===== src/design/dss_defines.svh =====
// Offsets, fields, reset values and timing of the stop sequencer
`ifndef DSS_DEFINES_SVH
`define DSS_DEFINES_SVH

`define DSS_ADDR_CTRL    12'h000
`define DSS_ADDR_LEVEL   12'h004
`define DSS_ADDR_TIME    12'h008
`define DSS_ADDR_STATUS  12'h00c

`define DSS_CTRL_MODE_LSB 0
`define DSS_CTRL_MODE_MSB 2
`define DSS_CTRL_HOLD     3
`define DSS_CTRL_SWEN     4
`define DSS_CTRL_CLOOP    5
`define DSS_CTRL_ORIENT   6

`define DSS_MODE_COAST   3'h0
`define DSS_MODE_RAMP    3'h1
`define DSS_MODE_RAMPDC  3'h2
`define DSS_MODE_LFDC    3'h3
`define DSS_MODE_TIMEDC  3'h4
`define DSS_MODE_DISABLE 3'h5

`define DSS_MODE_RST     3'h1
`define DSS_SWEN_RST     1'b1
`define DSS_LEVEL_RST    11'h3e8
`define DSS_LEVEL_MAX    11'h5dc
`define DSS_TIME_RST     8'h0a
`define DSS_TIME_MAX     8'hfa

`define DSS_CLK_FREQ_HZ  100000000
`define DSS_TICK_TIME_MS 100
`define DSS_LOCK_TIME_MS 1000
`define DSS_TICK_CYCLES  ((`DSS_CLK_FREQ_HZ / 1000) * `DSS_TICK_TIME_MS)
`define DSS_LOCK_TICKS   8'(`DSS_LOCK_TIME_MS / `DSS_TICK_TIME_MS)

`endif


===== src/design/dss_pkg.sv =====
// Types of the stop sequencer
package dss_pkg;

  typedef enum logic [3:0] {
    DSS_READY,
    DSS_RUN,
    DSS_RAMP_DOWN,
    DSS_RAMP_HOLD,
    DSS_LF_INJ,
    DSS_DC_INJ,
    DSS_NO_RAMP,
    DSS_ORIENT,
    DSS_HELD,
    DSS_LOCKOUT
  } dss_state_e;

  typedef struct packed {
    dss_state_e  st;
    logic [31:0] tick;
    logic [7:0]  timer;
    logic        enSeen;
    logic [2:0]  stopMode;
    logic        holdZero;
    logic        swEnable;
    logic        closedLoop;
    logic        posOrient;
    logic [10:0] injLevel;
    logic [7:0]  injTime;
    logic        pready;
    logic        pslverr;
    logic [31:0] prdata;
    logic        inverterEnable;
    logic        rampDown;
    logic        stopNoRamp;
    logic        lowFreqInject;
    logic        dcInject;
    logic        heldStop;
    logic        driveReady;
    logic        lockoutActive;
    logic        orientActive;
  } dss_regs_s;

endpackage : dss_pkg


===== src/design/dss_stop_sequencer.sv =====
// Drive stop mode sequencer with APB configuration registers
`timescale 1ns/100ps
`include "dss_defines.svh"

module dss_stop_sequencer #(
  parameter int unsigned TICK_CYCLES = `DSS_TICK_CYCLES
) (
  input  wire logic        clk,
  input  wire logic        rst_n,
  input  wire logic        psel,
  input  wire logic        penable,
  input  wire logic        pwrite,
  input  wire logic [11:0] paddr,
  input  wire logic [31:0] pwdata,
  output logic [31:0]      prdata,
  output logic             pready,
  output logic             pslverr,
  input  wire logic        runCmd,
  input  wire logic        hwEnable,
  input  wire logic        tripActive,
  input  wire logic        zeroFrequency,
  input  wire logic        lowSpeedSensed,
  input  wire logic        standstill,
  input  wire logic        orientDone,
  output logic             inverterEnable,
  output logic             rampDown,
  output logic             stopNoRamp,
  output logic             lowFreqInject,
  output logic             dcInject,
  output logic [10:0]      injectionLevel,
  output logic             heldStop,
  output logic             driveReady,
  output logic             lockoutActive,
  output logic             orientActive
);
  import dss_pkg::*;

  //////////////////////////////////////////////////////////////////////////
  // Decoding

  function automatic logic addrHit(input logic [11:0] a);
    unique case (a)
      `DSS_ADDR_CTRL, `DSS_ADDR_LEVEL,
      `DSS_ADDR_TIME, `DSS_ADDR_STATUS: addrHit = 1'b1;
      default:                          addrHit = 1'b0;
    endcase
  endfunction : addrHit

  function automatic logic invOn(input dss_state_e st);
    unique case (st)
      DSS_READY, DSS_LOCKOUT: invOn = 1'b0;
      default:                invOn = 1'b1;
    endcase
  endfunction : invOn

  localparam dss_regs_s RESET_S = '{
    st:       DSS_READY,
    stopMode: `DSS_MODE_RST,
    swEnable: `DSS_SWEN_RST,
    injLevel: `DSS_LEVEL_RST,
    injTime:  `DSS_TIME_RST,
    driveReady: 1'b1,
    default:  '0
  };

  dss_regs_s s;
  dss_regs_s next_s;

  logic       tickHit;
  logic       timerDone;
  logic       enabled;
  logic       setup;
  logic       access;
  dss_state_e doneSt;
  logic [31:0] ctrlWord;
  logic [31:0] statWord;

  //////////////////////////////////////////////////////////////////////////
  // Next state

  always_comb begin
    next_s    = s;
    tickHit   = (s.tick == TICK_CYCLES - 1);
    timerDone = (s.timer == 8'h00);
    enabled   = hwEnable & s.swEnable;
    setup     = psel & ~penable;
    access    = psel & penable & s.pready;
    doneSt    = s.holdZero ? DSS_HELD : DSS_READY;

    ctrlWord = '0;
    ctrlWord[`DSS_CTRL_MODE_MSB:`DSS_CTRL_MODE_LSB] = s.stopMode;
    ctrlWord[`DSS_CTRL_HOLD]   = s.holdZero;
    ctrlWord[`DSS_CTRL_SWEN]   = s.swEnable;
    ctrlWord[`DSS_CTRL_CLOOP]  = s.closedLoop;
    ctrlWord[`DSS_CTRL_ORIENT] = s.posOrient;
    statWord = {16'h0000, 3'b000, s.orientActive, s.lockoutActive,
                s.driveReady, s.heldStop, s.dcInject, s.lowFreqInject,
                s.stopNoRamp, s.rampDown, s.inverterEnable, 4'(s.st)};

    // Divider giving a one-cycle tenth-second enable
    next_s.tick = tickHit ? 32'h0 : s.tick + 32'h1;
    if (tickHit && !timerDone) begin
      next_s.timer = s.timer - 8'h01;
    end

    // APB slave: data and answer loaded in setup, zero wait states
    next_s.pready  = setup;
    next_s.pslverr = setup & ~addrHit(paddr);
    if (setup) begin
      unique case (paddr)
        `DSS_ADDR_CTRL:   next_s.prdata = ctrlWord;
        `DSS_ADDR_LEVEL:  next_s.prdata = {21'h0, s.injLevel};
        `DSS_ADDR_TIME:   next_s.prdata = {24'h0, s.injTime};
        `DSS_ADDR_STATUS: next_s.prdata = statWord;
        default:          next_s.prdata = 32'h0;
      endcase
    end
    if (access && pwrite) begin
      unique case (paddr)
        `DSS_ADDR_CTRL: begin
          next_s.stopMode = pwdata[`DSS_CTRL_MODE_MSB:`DSS_CTRL_MODE_LSB];
          next_s.holdZero   = pwdata[`DSS_CTRL_HOLD];
          next_s.swEnable   = pwdata[`DSS_CTRL_SWEN];
          next_s.closedLoop = pwdata[`DSS_CTRL_CLOOP];
          next_s.posOrient  = pwdata[`DSS_CTRL_ORIENT];
        end
        `DSS_ADDR_LEVEL: begin
          next_s.injLevel = (pwdata > 32'(`DSS_LEVEL_MAX)) ?
                            `DSS_LEVEL_MAX : pwdata[10:0];
        end
        `DSS_ADDR_TIME: begin
          next_s.injTime = (pwdata > 32'(`DSS_TIME_MAX)) ?
                           `DSS_TIME_MAX : pwdata[7:0];
        end
        default: ;
      endcase
    end

    //////////////////////////////////////////////////////////////////////
    // Stop sequence

    next_s.enSeen = enabled;
    if (tripActive) begin
      next_s.st = DSS_READY;
    end else if (s.enSeen && !enabled) begin
      next_s.st    = DSS_LOCKOUT;
      next_s.timer = `DSS_LOCK_TICKS;
    end else begin
      unique case (s.st)
        DSS_READY, DSS_HELD: begin
          if (runCmd && enabled) begin
            next_s.st = DSS_RUN;
          end
        end
        DSS_RUN: begin
          if (!runCmd) begin
            if (s.posOrient) begin
              next_s.st = DSS_ORIENT;
            end else if (s.closedLoop) begin
              unique case (s.stopMode)
                `DSS_MODE_COAST:  next_s.st = DSS_READY;
                `DSS_MODE_RAMPDC: next_s.st = DSS_NO_RAMP;
                default:          next_s.st = DSS_RAMP_DOWN;
              endcase
            end else begin
              unique case (s.stopMode)
                `DSS_MODE_COAST: begin
                  next_s.st    = DSS_LOCKOUT;
                  next_s.timer = `DSS_LOCK_TICKS;
                end
                `DSS_MODE_LFDC: next_s.st = DSS_LF_INJ;
                `DSS_MODE_TIMEDC: begin
                  next_s.st    = DSS_DC_INJ;
                  next_s.timer = s.injTime;
                end
                `DSS_MODE_DISABLE: next_s.st = DSS_READY;
                default: next_s.st = DSS_RAMP_DOWN;
              endcase
            end
          end
        end
        DSS_RAMP_DOWN: begin
          if (runCmd) begin
            next_s.st = DSS_RUN;
          end else if (zeroFrequency) begin
            if (s.closedLoop) begin
              next_s.st = doneSt;
            end else if (s.stopMode == `DSS_MODE_RAMPDC) begin
              next_s.st    = DSS_DC_INJ;
              next_s.timer = s.injTime;
            end else begin
              next_s.st    = DSS_RAMP_HOLD;
              next_s.timer = `DSS_LOCK_TICKS;
            end
          end
        end
        DSS_RAMP_HOLD: begin
          if (timerDone) begin
            next_s.st = doneSt;
          end
        end
        DSS_LF_INJ: begin
          if (lowSpeedSensed) begin
            next_s.st    = DSS_DC_INJ;
            next_s.timer = s.injTime;
          end
        end
        DSS_DC_INJ: begin
          if (timerDone) begin
            next_s.st = doneSt;
          end
        end
        DSS_NO_RAMP: begin
          if (standstill) begin
            next_s.st = doneSt;
          end
        end
        DSS_ORIENT: begin
          if (orientDone) begin
            next_s.st = doneSt;
          end
        end
        DSS_LOCKOUT: begin
          if (timerDone) begin
            next_s.st = DSS_READY;
          end
        end
      endcase
    end

    // Restart the divider on entry so timed phases last whole ticks
    if (next_s.st != s.st || (s.enSeen && !enabled)) begin
      next_s.tick = 32'h0;
    end

    // Registered outputs follow the coming state
    next_s.inverterEnable = invOn(next_s.st);
    next_s.rampDown      = (next_s.st == DSS_RAMP_DOWN);
    next_s.stopNoRamp    = (next_s.st == DSS_NO_RAMP);
    next_s.lowFreqInject = (next_s.st == DSS_LF_INJ);
    next_s.dcInject      = (next_s.st == DSS_DC_INJ);
    next_s.heldStop      = (next_s.st == DSS_HELD);
    next_s.driveReady    = (next_s.st == DSS_READY);
    next_s.lockoutActive = (next_s.st == DSS_LOCKOUT);
    next_s.orientActive  = (next_s.st == DSS_ORIENT);
  end

  //////////////////////////////////////////////////////////////////////////
  // State register

  always_ff @(posedge clk) begin
    if (!rst_n) begin
      s <= RESET_S;
    end else begin
      s <= next_s;
    end
  end

  assign prdata         = s.prdata;
  assign pready         = s.pready;
  assign pslverr        = s.pslverr;
  assign inverterEnable = s.inverterEnable;
  assign rampDown       = s.rampDown;
  assign stopNoRamp     = s.stopNoRamp;
  assign lowFreqInject  = s.lowFreqInject;
  assign dcInject       = s.dcInject;
  assign injectionLevel = s.injLevel;
  assign heldStop       = s.heldStop;
  assign driveReady     = s.driveReady;
  assign lockoutActive  = s.lockoutActive;
  assign orientActive   = s.orientActive;

endmodule : dss_stop_sequencer


===== config.mk =====
export PLATFORM = sky130hd
export DESIGN_NAME = dss_stop_sequencer
export DESIGN_NICKNAME = d
export VERILOG_FILES = /design/src/design/dss_pkg.sv /design/src/design/dss_stop_sequencer.sv
export VERILOG_INCLUDE_DIRS = /design/src /design/src/design
export SDC_FILE = /design/constraint.sdc
export NUM_CORES = 1
export LEC_CHECK = 0
export ABC_AREA = 1
export BUFFER_PORTS_ARGS = -buffer_cell sky130_fd_sc_hd__buf_2
export CORE_MARGIN = 4
export CORE_UTILIZATION = 60
export CTS_BUF_LIST = sky130_fd_sc_hd__clkbuf_8
export CTS_CLUSTER_SIZE = 40
export DETAILED_ROUTE_END_ITERATION = 16
export MAX_ROUTING_LAYER = met4
export PLACE_DENSITY = 0.95
export SYNTH_ARGS = -nofsm -noshare
export SYNTH_HDL_FRONTEND = slang
export SYNTH_SLANG_ARGS = --single-unit

===== constraint.sdc =====
create_clock -name clk -period 4.1 [get_ports clk]
set_input_delay 0.615 -clock clk [delete_from_list [all_inputs] [get_ports clk]]
set_output_delay 0.615 -clock clk [all_outputs]
set_load 0.005 [all_outputs]

## Word level (Yosys, flattened, before mapping)

Index checks and enable logic that the tools add are counted.

| operators by class | value |
|---|---|
| add/subtract/negate cells | 2 |
| $lt $le $gt $ge | 2 |
| equality and inequality tests | 25 |
| multiplexer cells | 37 |
| bitwise gates (word level) | 8 |
| reduce and logical (&&, ||, !) cells | 20 |

Operators with widths:

| kind | count |
|---|---|
| $mux W8 | 12 |
| $mux W4 | 15 |
| $pmux W13 S4 | 1 |
| $add A32 B1 Y32 const B | 1 |
| $eq A32 B24 Y1 const B | 1 |
| $eq A4 B3 Y1 const B | 8 |
| $gt A32 B11 Y1 const B | 1 |
| $gt A32 B8 Y1 const B | 1 |
| $pmux W4 S8 | 1 |
| $eq A12 B4 Y1 const B | 2 |
| $pmux W8 S3 | 1 |
| $eq A4 B4 Y1 const B | 4 |
| $pmux W4 S4 | 1 |
| $pmux W8 S2 | 1 |
| $eq A12 B3 Y1 const B | 1 |
| $eq A4 B2 Y1 const B | 3 |
| $logic_not A12 Y1 | 1 |
| $mux W11 | 1 |
| $logic_not A4 Y1 | 2 |
| $logic_not A8 Y1 | 1 |
| $sub A8 B1 Y8 const B | 1 |
| $eq A3 B2 Y1 const B | 2 |
| $eq A3 B3 Y1 const B | 2 |
| $pmux W3 S2 | 1 |
| 14 further kinds | 29 |

| storage, ports and cells | value |
|---|---|
| flip-flop bits (word level) | 114 |
| input port bits | 56 |
| output and inout port bits | 54 |
| logic and storage cells | 117 |

## Longest topological paths before layout

Gate-level depths: netlist of the first run.

| logic depth | value |
|---|---|
| word-level depth | 11 |
| gate-level depth with buffers | 16 |
| depth with buffers taken out | 15 |

## Worst setup path before layout of the first run

Ideal clock, no wire load.

| path | value |
|---|---|
| path type | input to register |
| start point | in paddr[7] |
| end point | reg s, in the netlist ctrlWord[2] |
| setup time | 70 ps |
| data arrival time | 1906 ps |
| required time | 4030 ps |
| path slack | 2124 ps |
| stages on the path | 8 |
| path buffers | 1 |
| path through | nor2_1 nand2_1 nor2_1 nand4_1 nor2_1 buf_2 o21ai_0 a21oi_1 |

| between the ends | value |
|---|---|
| cells in the longest elaborated chain, start to end | 2 |

RTL lines:

| item | RTL line | RTL |
|---|---|---|
| from (decl) | dss_stop_sequencer.sv:13 | `input wire logic [11:0] paddr,` |
| $logic_not A12 Y1 | dss_stop_sequencer.sv:119 | `unique case (paddr)` |
| $reduce_and A2 Y1 (no source line) | - |  |
| to (signal assigned) | dss_stop_sequencer.sv:255 | `s <= next_s;` |
| to (decl) | dss_stop_sequencer.sv:66 | `dss_regs_s s;` |

Every way passes these cells.
A chain may end at the register's enable or synchronous reset.

## Worst setup path after layout of the first run

| path | value |
|---|---|
| start point | reg s[110] (netlist bit) |
| end point | reg s[79] (netlist bit) |

| between the ends | value |
|---|---|
| cells in the longest elaborated chain, start to end | 8 |
| elaborated cells between the ends (all ways) | 27 |
| those cells by class | eq/ne: 10; mux: 12; reduce/logical: 5 |

RTL lines:

| item | RTL line | RTL |
|---|---|---|
| $eq A4 B3 Y1, or another cell as far along | dss_stop_sequencer.sv:149 | `unique case (s.st)` |
| $reduce_or A2 Y1 (no source line), or another cell as far along | - |  |
| $pmux W4 S8 | dss_stop_sequencer.sv:149 |  |
| $mux W4 | dss_stop_sequencer.sv:145 | `end else if (s.enSeen && !enabled) begin` |
| $mux W4 | dss_stop_sequencer.sv:143 | `if (tripActive) begin` |
| $ne A4 B4 Y1 (*) | dss_stop_sequencer.sv:232 | `if (next_s.st != s.st \|\| (s.enSeen && !enabled)) begin` |
| $logic_or A1 B1 Y1 (*) | dss_stop_sequencer.sv:232 |  |
| $reduce_or A3 Y1 (no source line) (*) | - |  |

Every way passes the cells marked *; elsewhere a longest branch is shown, timed or not.

==> flow_summary.toml, run 1 <==
[setup_path]
path_class = "register to register"
path_max_fanout = 32
cp.arrival_ns = 2.68
timing.critical_path.required_ns = 4.34
reg2reg_depth = 14
r2r_end = "s[79]"
r2r_start = "s[110]"
reg2reg_slack_ns = 1.66
startpoint_type = "register"
endpoint_kind = "register"

[cts]
cts.hold.buffers_added = 0
cts_buffer_depth = 2
cts_sinks = 95
cts_tree = "yes"
cts-root-buf = "clkbuf_8"
htree_levels = 3
postCtsSetupBuffers = 0
insertion_delay_ns = 0.38
cts_buffers = 9
cts_resized = 0
clkSlewWorstSetupHoldPaths_ns = 0.09

[power_and_ir_drop]
seq_power_share = 0.525
ir_drop_mv = 0.2042
power.switching_mw = 0.5111
sw_frac_of_total = 0.2837
total_leakage_power_nw = 2.794
p_comb_frac = 0.121
intPower_mw = 1.291
power.density_nw_per_um2 = 284.1
pwr-share-clk = 0.354
power_mw = 1.802

[sta]
slew_headroom = 0.5363
fin_crit_sh = 0.5957
finalSetupTns_ns = 0
whs_ns = 0.4639
drv_slew = 0
finalHoldViolations = 0
clock.fmax_mhz = 409.5
tightest_slew_ns = 0.6930
fin_crit_ns = 2.442
setup_viol = 0
rsz0062_at_grt = "false"
fin_worst_skew_ns = 0.01686

[routing]
avgViaCountPerCell = 5.429
vias = 5890
wl_mm = 14.49
firstDrtPassIters = 6
route.detailed.drc = 0
ant_nets = 0
route.detailed.wl_per_inst_um = 13.36
drt_iter0_markers = 401

[place]
io_buffer_count = 90
place_congestion = 1.011
dp_hpwl_mm = 11.18

[global_routing]
gr-usage-all-layers = 0.2611
antenna_found_initial = 0
grt_pass1_vias = 5374
grt_max_degree = 38
overflow = 0
grt_pass1_wl_mm = 23.90

[layout]
nNetsFinal = 1010
area.growth.synth_to_final_pct = 8.243
diodes = 0
drive_above_1_share = 0.1778

[floorplanning]
io_pins = 110
die_area_um2 = 11410
core_area_um2 = 9371
placementRows = 35
start_util = 0.6252
die_w_um = 106.8
die_h_um = 106.8

[synthesis]
synth_seq_cells = 95
synth_area_leader_cell = "dfxtp_1"
yosysSeqAreaShare = 0.3246
synthTopCellsByArea = "dfxtp_1 32%, nand2_1 12%, inv_1 7.2%"
syn_avg_cell_area_um2 = 6.598
ys.flop_type = "dfxtp_1"
async_reset_ff_frac = 0
yosys_warnings = 0
yosys.cell_types.count = 38
yosys.area.top_type_share = 0.3246
syn_inst = 888
syn_area_um2 = 5859
synth_edf_count = 0

[min_path]
hp-start = "s[78]"
hp-class = "register to register"
hold_end = "s[78]"
whs_path_depth = 1

[run_status]
status = "finished clean"

[job]
maxCapViolations = 0
[stage by stage]
stage	std cells	worst slack (ns)	area (um^2)	utilization
6_report	1085	1.658	6342	0.6768
3_3_place_gp	1069	1.536	6138	0.6550
2_1_floorplan	906	2.124	5927	-
4_1_cts	1085	1.715	6342	0.6768
3_5_place_dp	1069	1.461	6138	0.6550
5_1_grt	1085	1.406	6342	0.6768
[Yosys cell counts (12+ instances only)]
cell	count
nor4_1	12
nor2_2	38
nand4_1	23
buf_4	45
a21oi_1	42
nand2_1	194
nand3_1	66
xor2_1	33
inv_1	113
dfxtp_1	95
nor2_1	84
o21ai_0	46
nor3_1	24
[layout by cell type (no fill, tap or decap), types with 19 or more instances in the layout]
cell,synthesis,routed
nor2_2,38,38
nor3_1,24,24
nand4_1,23,23
o21ai_0,46,46
nand2_1,194,194
buf_2,2,90
nand3_1,66,66
a21oi_1,42,42
xor2_1,33,33
nor2_1,84,84
inv_1,113,113
dfxtp_1,95,95
conb_1,1,19
[cells by family after synthesis]
| group | Yosys count | share of synthesized area |
|---|---|---|
| AO/OA/AOI/OAI | 113 | 0.1059 |
| adder cells (fa/ha/maj) | 3 | 0.006407 |
| other | 1 | 0.0006400 |
| AND/OR/NAND/NOR | 460 | 0.3590 |
| flip-flops | 95 | 0.3246 |
| buffers and inverters | 180 | 0.1497 |
| XOR/XNOR | 36 | 0.05381 |
[final cells by class]
cell class                      instances  area, um^2
Tap cell                              129       161.4
Sequential cell                        95        1902
Clock inverter                          7       80.08
Inverter                              121       454.2
Fill cell                             815        3029
Clock buffer                            9       123.9
Timing Repair Buffer                   93       473.0
Multi-Input combinational cell        631        3148
[worst max-delay path, stage by stage, from the launching register on]
cell and delay, ns:
dfxtp_1 0.56, inv_2 0.10, nor2_2 0.13, nand2_1 0.17, nor2_1 0.18, nand2_1 0.07
nand2_1 0.06, nand2_1 0.06, nand4_1 0.11, nand2_1 0.14, nand2_1 0.09, nand2_1 0.06
nand3_2 0.06, buf_4 0.44, nor2_1 0.08
[metal layers]
metal / wire, um / track usage / up-vias
li1: - / - / 2929
met1: 6438 / 0.3361 / 2691
met2: 6803 / 0.4312 / 244
met3: 1017 / 0.03311 / 26
met4: 233 / 0.07945 / 0
met5: 0 / - / -
[how the worst max path moves through the flow]
stage,start,endpoint,slack [ns],cells after the start
2_1_floorplan,paddr[7],ctrlWord[2],2.12,8
3_3_place_gp,paddr[7],ctrlWord[6],1.54,9
3_5_place_dp,paddr[5],ctrlWord[6],1.46,9
4_1_cts,s[110],s[79],1.71,14
5_1_grt,s[70],s[79],1.41,16
6_report,s[110],s[79],1.66,14
[flip-flops by register name, summed over array words and instances (netlist names), 7 cells and up]
| signal | count |
|---|---|
| ctrlWord | 7 |
| injectionLevel | 11 |
| prdata | 13 |
| s | 53 |
[power by group through the flow]
stage,clock (mW),sequential (mW),combinational (mW)
after floorplan,0,0.961,0.169
after global placement,0,0.966,0.210
after detailed placement,0,0.966,0.214
after CTS,0.642,0.945,0.215
after global routing,0.678,0.947,0.246
final,0.639,0.945,0.218
Note: power is estimated with default switching activity, not from simulation.
==> run 2, diff against run 1 <==
Settings changed: CORE_UTILIZATION 60 to 52, PLACE_DENSITY 0.95 to 0.88.
Clock period 4.1 ns to 2 ns, I/O delays scaled along.
==> flow_summary.toml, run 2 (synthesized netlist as in run 1, its figures left out) <==
[global_routing]
gr-usage-all-layers = 0.2391
grt_pass1_wl_mm = 24.53
grtUsageMet1 = 0.2940
use_met2 = 0.3849
top_usage_layer = "met2"
grt_max_degree = 37
antenna_found_initial = 0
overflow = 0
grtUsageMet3 = 0.05655
grt_pass1_vias = 5506

[cts]
insertion_delay_ns = 0.40
clkSlewWorstSetupHoldPaths_ns = 0.10
cts_tree = "yes"
cts_sinks = 95
cts_buffers = 9
htree_levels = 3
cts-root-buf = "clkbuf_8"
cts_buffer_depth = 2

[layout]
multiInputGateArea_um2 = 3259
fillers = 953
largest_reg_flops = 53
nNetsFinal = 1058
layout.cells.non_filler = 1144
largest-register = "s"
final_common_cell = "nand2_1"
drive_above_1_share = 0.2450
final_cell_mix = "188 x nand2_1, 113 x inv_1, 90 x buf_2, 89 x dfxtp_1, 73 x nor2_1"
regArea_um2 = 1917
area.growth.synth_to_final_pct = 17.57
diodes = 0

[floorplanning]
die_area_um2 = 13030
start_util = 0.5358
die_h_um = 114.2
placementRows = 38
io_pins = 110
die_w_um = 114.2
core_area_um2 = 10940

[routing]
route.detailed.drc = 0
route.detailed.wl_per_inst_um = 13.57
wl_mm = 15.53
vias = 6057
avgViaCountPerCell = 5.295
ant_nets = 0
firstDrtPassIters = 5
drt_iter0_markers = 567

[setup_path]
worstPathCellList = "nor2_4, inv_2, nor2_4, nand2_1, nor2_1, nor2_1, nand3_2, nand2_2, nand2_1, nand2_1, nor2_2, nand3_2, buf_12, nor2_2"
cpLargestDelayFamily = "simple AND/OR/NAND/NOR gates"
path_class = "register to register"
timing.critical_path.required_ns = 2.34
endpoint_kind = "register"
cpPeakStageDelay_ns = 0.38
cpMostUsedCell = "nand2_1"
cp.arrival_ns = 2.24
startpoint_type = "register"
path_max_fanout = 25
crit_slowest_cell = "dfxtp_4"
crit_buf_inv = 2

[place]
dp_cells = 1119
place_congestion = 1.007
dp_hpwl_mm = 11.70
io_buffer_count = 90
post-place-ws_ns = 0.01551

[power_and_ir_drop]
total_leakage_power_nw = 3.105
ir_drop_mv = 0.5333
power.density_nw_per_um2 = 579.4

[sta]
fin_crit_sh = 0.9513
fin_worst_skew_ns = 0.02000
rsz0062_at_grt = "true"
clock.fmax_mhz = 525.6
finalHoldViolations = 0
drv_slew = 0
tightest_slew_ns = 0.5434
setup_viol = 0
slew_headroom = 0.6344
fin_crit_ns = 1.903
setup_slack_ns = 0.09741

[run_status]
status = "finished clean"

[job]
maxCapViolations = 0

[min_path]
hp-class = "input port to register"
run 2: changes by cell type in the layout (fill, tap and decap cells not counted), sizes merged:
cell      change
buf          +48
clkbuf        +2
clkinvlp      -1
clkinv        -2
bufinv        +1
run 2: worst register-to-register path: cells and delay by family (launching register included):
| family | cells | cell delay, ns |
|---|---|---|
| simple gates | 12 | 1.19 |
| flops | 1 | 0.38 |
| buf+inv | 2 | 0.28 |
run 2: timing repair:
action                                  4_1_cts  5_1_grt
pin swaps                                     0        8
hold buffers                                  0        0
endpoints found under the setup margin       25       40
endpoints found under the hold margin         0        0
gates resized for setup                       2       38
gates cloned                                  0        0
setup buffers                                 0        9
run 2: worst paths after layout:
kind         startpoint                 to  slack (ns)  cells past startpoint
max              s[112]              s[93]         0.1                     14
min           pwdata[8]  injectionLevel[8]        0.18                      3
max reg2reg      s[112]              s[93]         0.1                     14
min reg2reg   prdata[5]          prdata[5]        0.47                      2
run 2: per-layer routing:
layer	routed length (um)	share of wire
met1	6514	0.42
met2	7374	0.47
met3	1282	0.083
met4	356	0.023
met5	0	0
run 2: layout make-up:
class | instances | area share
Clock buffer | 11 | 0.02198
Sequential cell | 95 | 0.2782
Tap cell | 140 | 0.02543
Multi-Input combinational cell | 631 | 0.4731
Inverter | 121 | 0.06593
Timing Repair Buffer | 141 | 0.1228
Clock inverter | 5 | 0.01253
run 2: per-stage QoR:
step | setup TNS (ns) | hold slack, ns | total power, mW | instance area, um^2 | util
2_1_floorplan | 0 | 0.4175 | 2.316 | 5927 | -
3_3_place_gp | 0 | 0.4276 | 2.468 | 6457 | 0.5905
3_5_place_dp | 0 | 0.4421 | 2.473 | 6457 | 0.5905
4_1_cts | 0 | 0.1686 | 3.954 | 6699 | 0.6126
5_1_grt | -0.4734 | 0.1715 | 4.129 | 6889 | 0.6300
6_report | 0 | 0.1760 | 3.991 | 6889 | 0.6300
run 2: where the power goes:
| group | internal (mW) | total [mW] | switching, mW |
|---|---|---|---|
| sequential | 1.91 | 1.94 | 0.0228 |
| combinational | 0.199 | 0.539 | 0.340 |
| clock | 0.784 | 1.52 | 0.732 |
==> run 3, diff against run 2 <==
Settings changed: BUFFER_PORTS_ARGS -buffer_cell sky130_fd_sc_hd__buf_2 to -buffer_cell sky130_fd_sc_hd__clkbuf_2, SETUP_SLACK_MARGIN set to 0.4.
==> flow_summary.toml, run 3 (synthesized netlist as in run 1, its figures left out) <==
[floorplanning]
die_w_um = 114.2
start_util = 0.5358
die_area_um2 = 13030
placementRows = 38
die_h_um = 114.2
io_pins = 110
core_area_um2 = 10940

[place]
place_congestion = 0.9732
post-place-ws_ns = -0.07317
place_area_um2 = 6421
dp_hpwl_mm = 11.67
io_buffer_count = 90

[global_routing]
grt_max_degree = 31
overflow = 0
grt_pass1_wl_mm = 28.04
gr-usage-all-layers = 0.2723
grt_pass1_vias = 6080
antenna_found_initial = 0

[layout]
final_common_cell = "nand2_1"
post-route-cell-area_um2 = 7604
area.growth.synth_to_final_pct = 29.77
diodes = 0
nNetsFinal = 1077
largest_reg_flops = 53
regArea_um2 = 1934
fillers = 779
finalCoreUtilization = 0.6953
multiInputGateArea_um2 = 3684
drive_above_1_share = 0.3363
final_cell_mix = "169 x nand2_1, 104 x inv_1, 90 x clkbuf_2, 77 x dfxtp_1"
largest-register = "s"

[sta]
fin_crit_sh = 1.068
clock.fmax_mhz = 468.3
setup_slack_ns = -0.1353
fin_worst_skew_ns = 0.01001
tightest_slew_ns = 0.5501
rsz0062_at_grt = "true"
drv_slew = 0
setup_viol = 34
finalSetupTns_ns = -3.789
slew_headroom = 0.6299
finalHoldViolations = 0
fin_crit_ns = 2.135

[job]
maxCapViolations = 0

[run_status]
violations = "negative setup slack"
status = "finished with violations"

[cts]
cts_tree = "yes"
cts-root-buf = "clkbuf_8"
clkSlewWorstSetupHoldPaths_ns = 0.09
cts_buffer_depth = 2
insertion_delay_ns = 0.39
cts_sinks = 95
htree_levels = 3
cts_buffers = 9
cts.hold.buffers_added = 0

[setup_path]
endpoint_kind = "register"
timing.critical_path.required_ns = 2.34
worstPathCellList = "nand3_1, nor2_1, nand2_1, nor2_2, nand2_2, nor3_4, nand2_1, nor2_1, xor2_1, inv_1, nor2_4"
path_class = "register to register"
cpPeakStageDelay_ns = 0.39
path_max_fanout = 3
startpoint_type = "register"
crit_slowest_cell = "dfxtp_1"
cp.arrival_ns = 2.48

[routing]
route.detailed.drc = 0
drt_iter0_markers = 820
vias = 6748
avgViaCountPerCell = 5.802
wl_mm = 19.83
firstDrtPassIters = 8
route.detailed.wl_per_inst_um = 17.05
ant_nets = 0

[power_and_ir_drop]
power.density_nw_per_um2 = 548.8
power_mw = 4.173
ir_drop_mv = 0.5457
total_leakage_power_nw = 3.348

[min_path]
hp-class = "input port to register"
## run 3: cell types whose count changed in the layout (fill, tap and decap cells not counted), sizes merged
cell | previous run | this run
bufinv | 2 | 1
buf | 141 | 69
bufbuf | 0 | 1
clkinv | 3 | 4
clkbuf | 11 | 101
## run 3: final timing paths
| kind | startpoint | to | slack (ns) | depth (start not counted) |
|---|---|---|---|---|
| worst max-delay path | s[80] | s[107] | -0.14 | 11 |
| worst min-delay path | pwdata[10] | injectionLevel[10] | 0.19 | 3 |
| worst max register to register | s[80] | s[107] | -0.14 | 11 |
| worst min register to register | s[78] | s[78] | 0.46 | 1 |
## run 3: final cells by class
type                       instances  area share
tap                              140     0.02304
sequential                        95      0.2544
multi-input combinational        631      0.4844
inverter                         121     0.06072
clock buffer                      11     0.01991
clock inverter                     5    0.008392
timing repair buffer             160      0.1491
## run 3: metal layers
metal / share of wire / routed length, um / track usage
met1: 0.38 / 7445 / 0.3230
met2: 0.47 / 9387 / 0.4481
met3: 0.091 / 1813 / 0.05338
met4: 0.060 / 1181 / 0.1211
met5: 0 / 0 / -
## run 3: report_power, final
part	internal, mW	switching [mW]
Sequential	1.91	0.0327
Combinational	0.357	0.482
Clock	0.659	0.730
Total	2.93	1.24
## run 3: stage by stage
stage | hold slack [ns] | instances
after global routing | 0.1881 | 1163
final | 0.1860 | 1163
after detailed placement | 0.4380 | 1106
after global placement | 0.4303 | 1106
after floorplan | 0.4203 | 906
after CTS | 0.1752 | 1144
## run 3: timing repair
item	in CTS	in global routing
endpoints found under the setup margin	50	53
resized for setup	88	82
pin swaps	24	19
gates cloned	3	1
buffers inserted	19	18
## run 3: critical path, delay by kind of cell, from the launching register on
family / cells / cell delay (ns)
XOR/XNOR: 1 / 0.21
AND/OR/NAND/NOR: 9 / 1.38
buffers and inverters: 1 / 0.10
flip-flops: 1 / 0.39
